--- config.mk ---
export PLATFORM = sky130hd
export DESIGN_NAME = clk_sel_top
export DESIGN_NICKNAME = d
export VERILOG_FILES = /design/src/clk_sel_pkg.sv /design/src/level_sync.sv /design/src/pow2_divider.sv /design/src/clk_sel_top.sv
export SDC_FILE = /design/constraint.sdc
export NUM_CORES = 1
export LEC_CHECK = 0
export BUFFER_PORTS_ARGS = -buffer_cell sky130_fd_sc_hd__buf_4
export CAP_MARGIN = 20
export CELL_PAD_IN_SITES_DETAIL_PLACEMENT = 0
export CELL_PAD_IN_SITES_GLOBAL_PLACEMENT = 1
export CORE_UTILIZATION = 42
export DETAILED_ROUTE_END_ITERATION = 8
export PLACE_DENSITY = 0.87
export SLEW_MARGIN = 20
export SYNTH_ARGS = -nofsm -noshare
export SYNTH_HDL_FRONTEND = slang
export SYNTH_SLANG_ARGS = --single-unit
--- constraint.sdc ---
create_clock -name clk -period 2.2 [get_ports clk]
set_input_delay 0.11 -clock clk [delete_from_list [all_inputs] [get_ports clk]]
set_output_delay 0.11 -clock clk [all_outputs]
set_load 0.005 [all_outputs]
--- src/clk_sel_pkg.sv ---
/*
  Constants, register layouts and carrier types for the system clock
  select and suspend block.
  Assumes a special function register port on the clock clk.
*/
package clk_sel_pkg;

  // Register addresses
  localparam logic [7:0] ADDR_SRC_SEL    = 8'h8F;
  localparam logic [7:0] ADDR_INT_CTRL   = 8'hA1;
  localparam logic [7:0] ADDR_COARSE     = 8'hA2;
  localparam logic [7:0] ADDR_FINE       = 8'h9E;
  localparam logic [7:0] ADDR_EXT_CTRL   = 8'hB1;
  localparam logic [7:0] ADDR_MULT_CTRL  = 8'hB3;

  // Source codes
  typedef enum logic [1:0] {
    SRC_INT  = 2'h0,
    SRC_EXT  = 2'h1,
    SRC_MULT = 2'h2,
    SRC_RSVD = 2'h3
  } clk_src_e;

  // Internal oscillator control layout
  localparam int          EN_HI        = 7;
  localparam int          EN_LO        = 6;
  localparam int          SUSPEND_BIT  = 5;
  localparam int          READY_BIT    = 4;
  localparam int          DIV_HI       = 2;
  localparam logic [1:0]  OSC_EN_RUN   = 2'h3;
  localparam logic [1:0]  OSC_EN_OFF   = 2'h0;
  localparam logic [2:0]  DIV_RESET    = 3'h0;
  localparam logic [2:0]  DIV_MAX_CODE = 3'h7;

  // External oscillator control layout
  localparam int          XTAL_VALID_BIT = 7;
  localparam int          EXT_EN_BIT     = 6;

  // Multiplier control layout
  localparam int          MULT_EXT_BIT   = 0;
  localparam int          MULT_X4_BIT    = 1;
  localparam int          MULT_SCALE_LO  = 2;
  localparam logic [2:0]  MULT_SCALE_MAX = 3'h5;

  // Settling and readiness, counted in sampled oscillator edges
  localparam logic [7:0]  XTAL_SETTLE_EDGES = 8'h40;
  localparam logic [3:0]  READY_EDGES       = 4'h4;

  localparam logic [7:0]  ZERO_BYTE = 8'h00;

  typedef struct packed {
    logic       wr;
    logic       rd;
    logic [7:0] addr;
    logic [7:0] wdata;
  } sfr_req_s;

  typedef struct packed {
    logic       use_ext;
    logic       times4;
    logic [2:0] scale;
  } mult_cfg_s;

endpackage

--- src/level_sync.sv ---
/*
  Two flip-flop synchroniser for a group of levels.
  Assumes inputs are asynchronous to clk and only the second stage is read.
*/
module level_sync #(
  parameter int WIDTH = 1
) (
  // Clock and reset
  input  wire logic             clk,
  input  wire logic             rst_n,
  // Levels
  input  wire logic [WIDTH-1:0] async_in,
  output logic      [WIDTH-1:0] sync_out
);

  logic [WIDTH-1:0] stage1;

  always_ff @(posedge clk)
  begin
    if (!rst_n)
    begin
      stage1   <= '0;
      sync_out <= '0;
    end
    else
    begin
      stage1   <= async_in;
      sync_out <= stage1;
    end
  end

endmodule

--- src/pow2_divider.sv ---
/*
  Power-of-two divider of a sampled oscillator level.
  Assumes osc_level is already synchronised to clk.
*/
module pow2_divider (
  // Clock and reset
  input  wire logic       clk,
  input  wire logic       rst_n,
  // Oscillator and setting
  input  wire logic       osc_level,
  input  wire logic [2:0] div_code,
  // Divided level and undivided rise strobe
  output logic            div_level,
  output logic            osc_rise
);
  import clk_sel_pkg::*;

  logic [6:0] count;
  logic       last;
  logic [2:0] shift;

  always_comb
  begin
    shift = DIV_MAX_CODE - div_code;
  end

  always_ff @(posedge clk)
  begin
    if (!rst_n)
    begin
      last  <= 1'b0;
      count <= '0;
    end
    else
    begin
      last <= osc_level;
      if (osc_level && !last)
        count <= count + 7'h01;
    end
  end

  // Code 111 passes the oscillator straight through
  always_comb
  begin
    osc_rise = osc_level && !last;
    if (shift == 3'h0)
      div_level = osc_level;
    else
      div_level = count[shift - 3'h1];
  end

endmodule

--- src/clk_sel_top.sv ---
/*
  System clock source select, internal oscillator divider, trims and
  internal oscillator suspend with wake events.
  Assumes oscillator levels and wake inputs are asynchronous pins, the
  register port is synchronous to clk, and the analog oscillators and
  multiplier act on the enable and trim outputs.
*/
module clk_sel_top #(
  parameter logic [6:0] COARSE_TRIM_DEFAULT = 7'h40, // factory value stand-in
  parameter logic [5:0] FINE_TRIM_DEFAULT   = 6'h20  // factory value stand-in
) (
  // Clock and reset
  input  wire logic                  clk,
  input  wire logic                  rst_n,
  // Register port
  input  wire clk_sel_pkg::sfr_req_s sfr_req,
  output logic [7:0]                 sfr_rdata,
  // Oscillator sources
  input  wire logic                  int_osc_in,
  input  wire logic                  ext_osc_in,
  input  wire logic                  mult_clk_in,
  // Wake events
  input  wire logic                  port0_match,
  input  wire logic                  port1_match,
  input  wire logic                  cmp0_enabled,
  input  wire logic                  cmp0_out,
  // Oscillator controls
  output logic                       int_osc_run,
  output logic [6:0]                 osc_coarse_trim,
  output logic [5:0]                 osc_fine_trim,
  output logic                       ext_osc_run,
  output clk_sel_pkg::mult_cfg_s     mult_cfg,
  // Clock outputs
  output logic                       system_clock,
  output logic                       periph_ext_clock,
  output logic                       core_clk_en,
  output logic                       cpu_suspended
);
  import clk_sel_pkg::*;

  typedef enum logic [2:0] {
    SW_RUN    = 3'h1,
    SW_PARK   = 3'h2,
    SW_ENGAGE = 3'h4
  } switch_e;

  // Registers
  clk_src_e   clock_source_field;
  logic [1:0] internal_osc_enable_field;
  logic       suspend;
  logic [2:0] internal_osc_divider;
  logic       ext_enable;
  logic       crystal_valid_flag;
  logic       osc_freq_ready_flag;

  // Synchronised pins
  logic [6:0] pins_sync;
  logic       int_lvl;
  logic       ext_lvl;
  logic       mult_lvl;
  logic       wake_p0;
  logic       wake_p1;
  logic       cmp_en;
  logic       cmp_lvl;
  logic       wake_event;

  logic       int_div_lvl;
  logic       int_rise;
  logic       ext_last;
  logic [7:0] settle_count;
  logic [3:0] ready_count;

  switch_e    sw_state;
  clk_src_e   active_src;
  clk_src_e   target_src;
  logic       src_level;
  logic       target_level;
  logic       next_system_clock;

  logic       wr_src;
  logic       wr_int;
  logic       wr_coarse;
  logic       wr_fine;
  logic       wr_ext;
  logic       wr_mult;

  level_sync #(
    .WIDTH (7)
  ) u_pin_sync (
    .clk      (clk),
    .rst_n    (rst_n),
    .async_in ({int_osc_in, ext_osc_in, mult_clk_in, port0_match, port1_match,
                cmp0_enabled, cmp0_out}),
    .sync_out (pins_sync)
  );

  always_comb
  begin
    {int_lvl, ext_lvl, mult_lvl, wake_p0, wake_p1, cmp_en, cmp_lvl} = pins_sync;
    wake_event = wake_p0 || wake_p1 || (cmp_en && !cmp_lvl);
  end

  pow2_divider u_int_div (
    .clk       (clk),
    .rst_n     (rst_n),
    .osc_level (int_lvl),
    .div_code  (internal_osc_divider),
    .div_level (int_div_lvl),
    .osc_rise  (int_rise)
  );

  // Write decode
  always_comb
  begin
    wr_src    = sfr_req.wr && (sfr_req.addr == ADDR_SRC_SEL);
    wr_int    = sfr_req.wr && (sfr_req.addr == ADDR_INT_CTRL);
    wr_coarse = sfr_req.wr && (sfr_req.addr == ADDR_COARSE);
    wr_fine   = sfr_req.wr && (sfr_req.addr == ADDR_FINE);
    wr_ext    = sfr_req.wr && (sfr_req.addr == ADDR_EXT_CTRL);
    wr_mult   = sfr_req.wr && (sfr_req.addr == ADDR_MULT_CTRL);
  end

  // Source select; the reserved code is refused and the old source kept
  always_ff @(posedge clk)
  begin
    if (!rst_n)
      clock_source_field <= SRC_INT;
    else if (wr_src && (sfr_req.wdata[1:0] != SRC_RSVD))
      clock_source_field <= clk_src_e'(sfr_req.wdata[1:0]);
  end

  // Internal oscillator control; wake clears suspend
  always_ff @(posedge clk)
  begin
    if (!rst_n)
    begin
      internal_osc_enable_field <= OSC_EN_RUN;
      suspend                   <= 1'b0;
      internal_osc_divider      <= DIV_RESET;
    end
    else
    begin
      if (wr_int)
      begin
        internal_osc_enable_field <= sfr_req.wdata[EN_HI:EN_LO];
        internal_osc_divider      <= sfr_req.wdata[DIV_HI:0];
      end
      if (wr_int && sfr_req.wdata[SUSPEND_BIT])
        suspend <= 1'b1;
      else if (wake_event)
        suspend <= 1'b0;
    end
  end

  always_ff @(posedge clk)
  begin
    if (!rst_n)
    begin
      osc_coarse_trim <= COARSE_TRIM_DEFAULT;
      osc_fine_trim   <= FINE_TRIM_DEFAULT;
    end
    else
    begin
      if (wr_coarse)
        osc_coarse_trim <= sfr_req.wdata[6:0];
      if (wr_fine)
        osc_fine_trim <= sfr_req.wdata[5:0];
    end
  end

  // Oscillator run controls
  always_ff @(posedge clk)
  begin
    if (!rst_n)
    begin
      int_osc_run <= 1'b1;
      ext_osc_run <= 1'b0;
    end
    else
    begin
      int_osc_run <= (internal_osc_enable_field == OSC_EN_RUN) && !suspend;
      ext_osc_run <= ext_enable;
    end
  end

  // Multiplier setup; out-of-range scale codes are refused
  always_ff @(posedge clk)
  begin
    if (!rst_n)
      mult_cfg <= '0;
    else if (wr_mult && (sfr_req.wdata[MULT_SCALE_LO+2:MULT_SCALE_LO] <= MULT_SCALE_MAX))
    begin
      mult_cfg.use_ext <= sfr_req.wdata[MULT_EXT_BIT];
      mult_cfg.times4  <= sfr_req.wdata[MULT_X4_BIT];
      mult_cfg.scale   <= sfr_req.wdata[MULT_SCALE_LO+2:MULT_SCALE_LO];
    end
  end

  // External oscillator enable and settling
  always_ff @(posedge clk)
  begin
    if (!rst_n)
    begin
      ext_enable         <= 1'b0;
      ext_last           <= 1'b0;
      settle_count       <= ZERO_BYTE;
      crystal_valid_flag <= 1'b0;
    end
    else
    begin
      ext_last <= ext_lvl;
      if (wr_ext)
        ext_enable <= sfr_req.wdata[EXT_EN_BIT];
      if (!ext_enable)
      begin
        settle_count       <= ZERO_BYTE;
        crystal_valid_flag <= 1'b0;
      end
      else if (settle_count == XTAL_SETTLE_EDGES)
        crystal_valid_flag <= 1'b1;
      else if (ext_lvl && !ext_last)
        settle_count <= settle_count + 8'h01;
    end
  end

  // Frequency ready needs a few edges after the oscillator starts
  always_ff @(posedge clk)
  begin
    if (!rst_n)
    begin
      ready_count         <= '0;
      osc_freq_ready_flag <= 1'b0;
    end
    else if (!int_osc_run)
    begin
      ready_count         <= '0;
      osc_freq_ready_flag <= 1'b0;
    end
    else if (ready_count == READY_EDGES)
      osc_freq_ready_flag <= 1'b1;
    else if (int_rise)
      ready_count <= ready_count + 4'h1;
  end

  // Peripherals keep the external clock whatever the system source
  always_ff @(posedge clk)
  begin
    if (!rst_n)
      periph_ext_clock <= 1'b0;
    else
      periph_ext_clock <= ext_lvl;
  end

  function automatic logic pick(input clk_src_e s, input logic i, input logic e,
                                input logic m);
    logic r;
    r = 1'b0;
    unique case (s)
      SRC_INT:  r = i;
      SRC_EXT:  r = e;
      SRC_MULT: r = m;
      default:  r = 1'b0;
    endcase
    return r;
  endfunction

  always_comb
  begin
    src_level    = pick(active_src, int_div_lvl, ext_lvl, mult_lvl);
    target_level = pick(target_src, int_div_lvl, ext_lvl, mult_lvl);
  end

  // Glitch-free changeover: park low, then join the new source at its low
  // phase. Costs up to one period of each clock but no runt pulse.
  always_ff @(posedge clk)
  begin
    if (!rst_n)
    begin
      sw_state   <= SW_RUN;
      active_src <= SRC_INT;
      target_src <= SRC_INT;
    end
    else
    begin
      unique case (sw_state)
        SW_RUN:
        begin
          if (clock_source_field != active_src)
          begin
            target_src <= clock_source_field;
            sw_state   <= SW_PARK;
          end
        end
        SW_PARK:
        begin
          if (!system_clock)
            sw_state <= SW_ENGAGE;
        end
        SW_ENGAGE:
        begin
          if (!target_level)
          begin
            active_src <= target_src;
            sw_state   <= SW_RUN;
          end
        end
        default: sw_state <= SW_RUN;
      endcase
    end
  end

  always_comb
  begin
    if (sw_state == SW_RUN)
      next_system_clock = src_level;
    else if (sw_state == SW_PARK)
      next_system_clock = system_clock && src_level;
    else
      next_system_clock = 1'b0;
  end

  always_ff @(posedge clk)
  begin
    if (!rst_n)
      system_clock <= 1'b0;
    else
      system_clock <= next_system_clock;
  end

  // Core gating while suspended with the internal source active; CPU holds its place and resumes in line
  always_ff @(posedge clk)
  begin
    if (!rst_n)
    begin
      core_clk_en   <= 1'b1;
      cpu_suspended <= 1'b0;
    end
    else
    begin
      core_clk_en   <= !(suspend && (active_src == SRC_INT));
      cpu_suspended <= suspend && (active_src == SRC_INT);
    end
  end

  // Register reads, answered the cycle after the strobe
  always_ff @(posedge clk)
  begin
    if (!rst_n)
      sfr_rdata <= ZERO_BYTE;
    else if (sfr_req.rd)
    begin
      unique case (sfr_req.addr)
        ADDR_SRC_SEL:   sfr_rdata <= {6'h00, clock_source_field};
        ADDR_INT_CTRL:  sfr_rdata <= {internal_osc_enable_field, suspend,
                                      osc_freq_ready_flag, 1'b0,
                                      internal_osc_divider};
        ADDR_COARSE:    sfr_rdata <= {1'b0, osc_coarse_trim};
        ADDR_FINE:      sfr_rdata <= {2'h0, osc_fine_trim};
        ADDR_EXT_CTRL:  sfr_rdata <= {crystal_valid_flag, ext_enable, 6'h00};
        ADDR_MULT_CTRL: sfr_rdata <= {3'h0, mult_cfg.scale, mult_cfg.times4,
                                      mult_cfg.use_ext};
        default:        sfr_rdata <= ZERO_BYTE;
      endcase
    end
  end

endmodule

==> results.txt <==
result of the run -> complete, no violations
worst reg2reg path startpoint -> internal_osc_divider[0]
power density normalized to cell area -> 633 nW/um^2
setup TNS after final layout -> 0 ns
timing startpoint of the critical path -> internal_osc_divider[0]
leakage power of the design -> 1.89 nW
total area of sequential cells -> 1680 sq um
unrepaired setup endpoints after global routing -> no
Worst Path Arrival -> 2.11 ns
Nets -> 497
global-route wire length before repair -> 13.6 mm
Fmax achieved -> 539 MHz
sum of buffers and inverters on the critical path -> 0
# H-tree levels -> 3
combined area of the multi-input logic cells -> 1850 sq um
number of CTS-inserted buffers -> 9
final weighted congestion of routability-driven global placement -> 0.806
Cell Chain, Critical Path -> ha_1, mux4_2, or2_4, and3_1, o311ai_2
required time reported for the critical path endpoint -> 2.46 ns
grt total ovfl -> 0
largest net degree at the start of global routing -> 40
number of rows created at floorplan -> 33
power consumption -> 2.84 mW
maximum VDD drop -> 0.441 mV
Worst-Margin Slew -> 0.577 ns
Initial Utilization -> 43.9%
count of endpoints failing setup in the final report -> 0
antenna viol nets, final -> 0
number of optimization iterations in the first detailed-route pass -> 4
placeable core region -> 8340 sq um
maximum fanout count along the critical path -> 7
CP Capture Type -> register
vias in the first global route -> 2,789
flip-flop and latch count after synthesis -> 84
Min-Delay Startpoint -> sfr_req[4]
most common cell after layout, fill and taps aside -> sky130_fd_sc_hd__dfxtp_1
violation count after the first detailed-routing iteration -> 192
final worst path period share -> 84.3%
average wire length per cell after detail routing -> 14.4 microns
most used cells in the layout excluding fill and tap cells -> 84 x sky130_fd_sc_hd__dfxtp_1, 60 x sky130_fd_sc_hd__buf_4, 46 x sky130_fd_sc_hd__nor2_1
Relative slew margins -> 61.1%
global router's overall resource usage -> 19.5%
Min-Delay Endpoint -> osc_fine_trim[4]
die area -> 9090 sq um
register-to-register setup slack -> 0.35 ns
Diodes inserted -> 0
most common flop cell mapped by yosys -> sky130_fd_sc_hd__dfxtp_1
post-synthesis cell type with the largest combined area -> sky130_fd_sc_hd__dfxtp_1
cell area after synthesis -> 3660 sq um
count of cells along the worst hold path -> 3
largest cells by area after synthesis -> sky130_fd_sc_hd__dfxtp_1 46%, sky130_fd_sc_hd__mux2i_1 8.2%, sky130_fd_sc_hd__nor2_1 4.7%
final number of max-transition violations -> 0
width of the chip -> 95.3 microns
clock tree from TritonCTS -> yes
number of buffers between clock root and the deepest sink -> 2
total number of vias -> 3,026
count of pins on the block boundary -> 59
R2R depth -> 5
clock sink count -> 84
Netlist cell types -> 50
die extent in y -> 95.3 microns
final critical path time including I/O delays and setup -> 1.85 ns
Port Buffers -> 58
clock-pin slew of the registers on the worst-case setup and hold paths -> 0.09 ns
count of final hold-check violations -> 0
dominant delay contributor by cell family on the critical path -> flip-flops
gate count of the mapped netlist -> 397
number of max-capacitance violations reported -> 0
crit-path max cell delay -> 0.49 ns
Critical Path Start Type -> register
RR Endpoint -> sw_state[0]
Detailed Place HPWL -> 5.93 mm
Syn-to-layout area delta -> 22.5%
clock latency at the later pin of the worst-skew pair -> 0.35 ns
final worst hold slack -> 0.0347 ns
via density per instance -> 5.28
net count after synthesis -> 431
root buf cell -> sky130_fd_sc_hd__clkbuf_8
start-to-end type of the worst setup path -> reg2reg
Post-synth ARST share -> 0%
master of the slowest instance on the critical path -> sky130_fd_sc_hd__dfxtp_1
overall routed net length -> 8.27 mm
yosys synthesis warning count -> 0
post-cts resize count -> 0
layout cells sized above 1 -> 18.8%
Post-Synthesis Mean Instance Area -> 9.22 sq um
initial antenna violation count -> 0
final routed DRC violation total -> 0
area share of the leading cell type in the synthesized netlist -> 46.0%
FILL cells -> 804
min-delay worst type -> in2reg
sequential fraction of the synthesis area -> 46.0%
number of enable flip-flop cells after synthesis -> 0
worst setup skew after layout -> 0.00867 ns
==> Yosys cell counts, types with 2 or more instances <==
| master | count |
|---|---|
| sky130_fd_sc_hd__mux2i_1 | 30 |
| sky130_fd_sc_hd__buf_2 | 3 |
| sky130_fd_sc_hd__nor3_1 | 10 |
| sky130_fd_sc_hd__and4b_1 | 2 |
| sky130_fd_sc_hd__a211oi_1 | 3 |
| sky130_fd_sc_hd__and3_1 | 4 |
| sky130_fd_sc_hd__a32oi_1 | 3 |
| sky130_fd_sc_hd__nand2b_1 | 7 |
| sky130_fd_sc_hd__or3b_2 | 2 |
| sky130_fd_sc_hd__a22oi_1 | 2 |
| sky130_fd_sc_hd__o221a_2 | 4 |
| sky130_fd_sc_hd__dfxtp_1 | 84 |
| sky130_fd_sc_hd__nor4_1 | 3 |
| sky130_fd_sc_hd__a31oi_1 | 6 |
| sky130_fd_sc_hd__a21oi_1 | 15 |
| sky130_fd_sc_hd__a22o_1 | 5 |
| sky130_fd_sc_hd__o21ai_0 | 14 |
| sky130_fd_sc_hd__nor3b_1 | 4 |
| sky130_fd_sc_hd__a221oi_1 | 2 |
| sky130_fd_sc_hd__xor2_1 | 10 |
| sky130_fd_sc_hd__nor4b_1 | 2 |
| sky130_fd_sc_hd__nand3b_1 | 5 |
| sky130_fd_sc_hd__ha_1 | 7 |
| sky130_fd_sc_hd__nand2_1 | 25 |
| sky130_fd_sc_hd__nand4_1 | 7 |
| sky130_fd_sc_hd__nor2b_1 | 5 |
| sky130_fd_sc_hd__clkbuf_1 | 10 |
| sky130_fd_sc_hd__and2_1 | 17 |
| sky130_fd_sc_hd__nor2_1 | 46 |
| sky130_fd_sc_hd__nand3_1 | 15 |
| sky130_fd_sc_hd__xnor2_1 | 7 |
| sky130_fd_sc_hd__inv_1 | 18 |
| sky130_fd_sc_hd__nor4bb_1 | 2 |
| sky130_fd_sc_hd__or3_1 | 2 |
==> kinds of logic (layout without fill, tap and decap cells) <==
kind of cell / Yosys count / after routing / share of synthesized area [%]
multiplexers: 31 / 31 / 8.82
buffers and inverters: 33 / 104 / 3.52
AO/OA/AOI/OAI: 59 / 59 / 11.0
AND/OR/NAND/NOR: 166 / 166 / 24.2
flip-flops: 84 / 84 / 46.0
adder cells (fa/ha/maj): 7 / 7 / 2.39
XOR/XNOR: 17 / 17 / 4.07
==> worst max-delay path by stage <==
stage | to | slack (ns) | cells after the start
2_1_floorplan | sw_state[0] | 0.48 | 5
4_1_cts | sw_state[0] | 0.33 | 5
3_5_place_dp | sw_state[0] | 0.36 | 5
5_1_grt | sw_state[2] | 0.18 | 5
3_3_place_gp | sw_state[0] | 0.42 | 5
6_report | sw_state[0] | 0.35 | 5
==> metrics by stage <==
stage / cells / worst slack [ns] / utilization (%) / instance area, sq um
global placement: 547 / 0.417 / 50.1 / 4180
global route: 573 / 0.180 / 53.7 / 4480
floorplan: 397 / 0.480 / - / 3660
detailed placement: 547 / 0.356 / 50.1 / 4180
CTS: 573 / 0.335 / 53.7 / 4480
finish: 573 / 0.345 / 53.7 / 4480
==> layer usage <==
metal,share of wire (%),vias up,global-route usage [%]
met1,46,1413,25.6
met2,47,80,32.0
li1,-,1529,-
met3,5.7,4,4.07
met4,0.80,0,6.06
met5,0,-,0
==> timing repair <==
item	CTS	global route
hold buffers	10	0
endpoints found under the hold margin	11	0
buffers inserted	0	0
==> report_power, final <==
part | switching (mW) | internal [mW] | total [mW]
clock network | 0.555 | 0.554 | 1.11
logic | 0.0915 | 0.0831 | 0.175
registers | 0.0119 | 1.54 | 1.55
total | 0.659 | 2.18 | 2.84
==> area by class of cell <==
cell class,count,area share [%]
inverter,18,1.51
clock buffer,10,3.07
timing repair buffer,70,12.3
clock inverter,6,1.42
sequential,84,37.5
multi-input combinational,280,41.2
tap,105,2.93
==> worst register-to-register path: stages (launching register included) <==
cell	delay (ns)
sky130_fd_sc_hd__dfxtp_1	0.49
sky130_fd_sc_hd__ha_1	0.31
sky130_fd_sc_hd__mux4_2	0.30
sky130_fd_sc_hd__or2_4	0.25
sky130_fd_sc_hd__and3_1	0.16
sky130_fd_sc_hd__o311ai_2	0.26
==> state kept, by name (all words and copies together) (netlist names), 2 cells and up <==
signal                     cells
internal_osc_divider           3
u_pin_sync.stage1              7
settle_count                   8
u_int_div.count                7
sw_state                       3
internal_osc_enable_field      2
mult_cfg                       5
osc_coarse_trim                7
ready_count                    4
sfr_rdata                      8
u_pin_sync.sync_out            7
active_src                     2
target_src                     2
clock_source_field             2
osc_fine_trim                  6
Note: power is estimated with default switching activity, not from simulation.
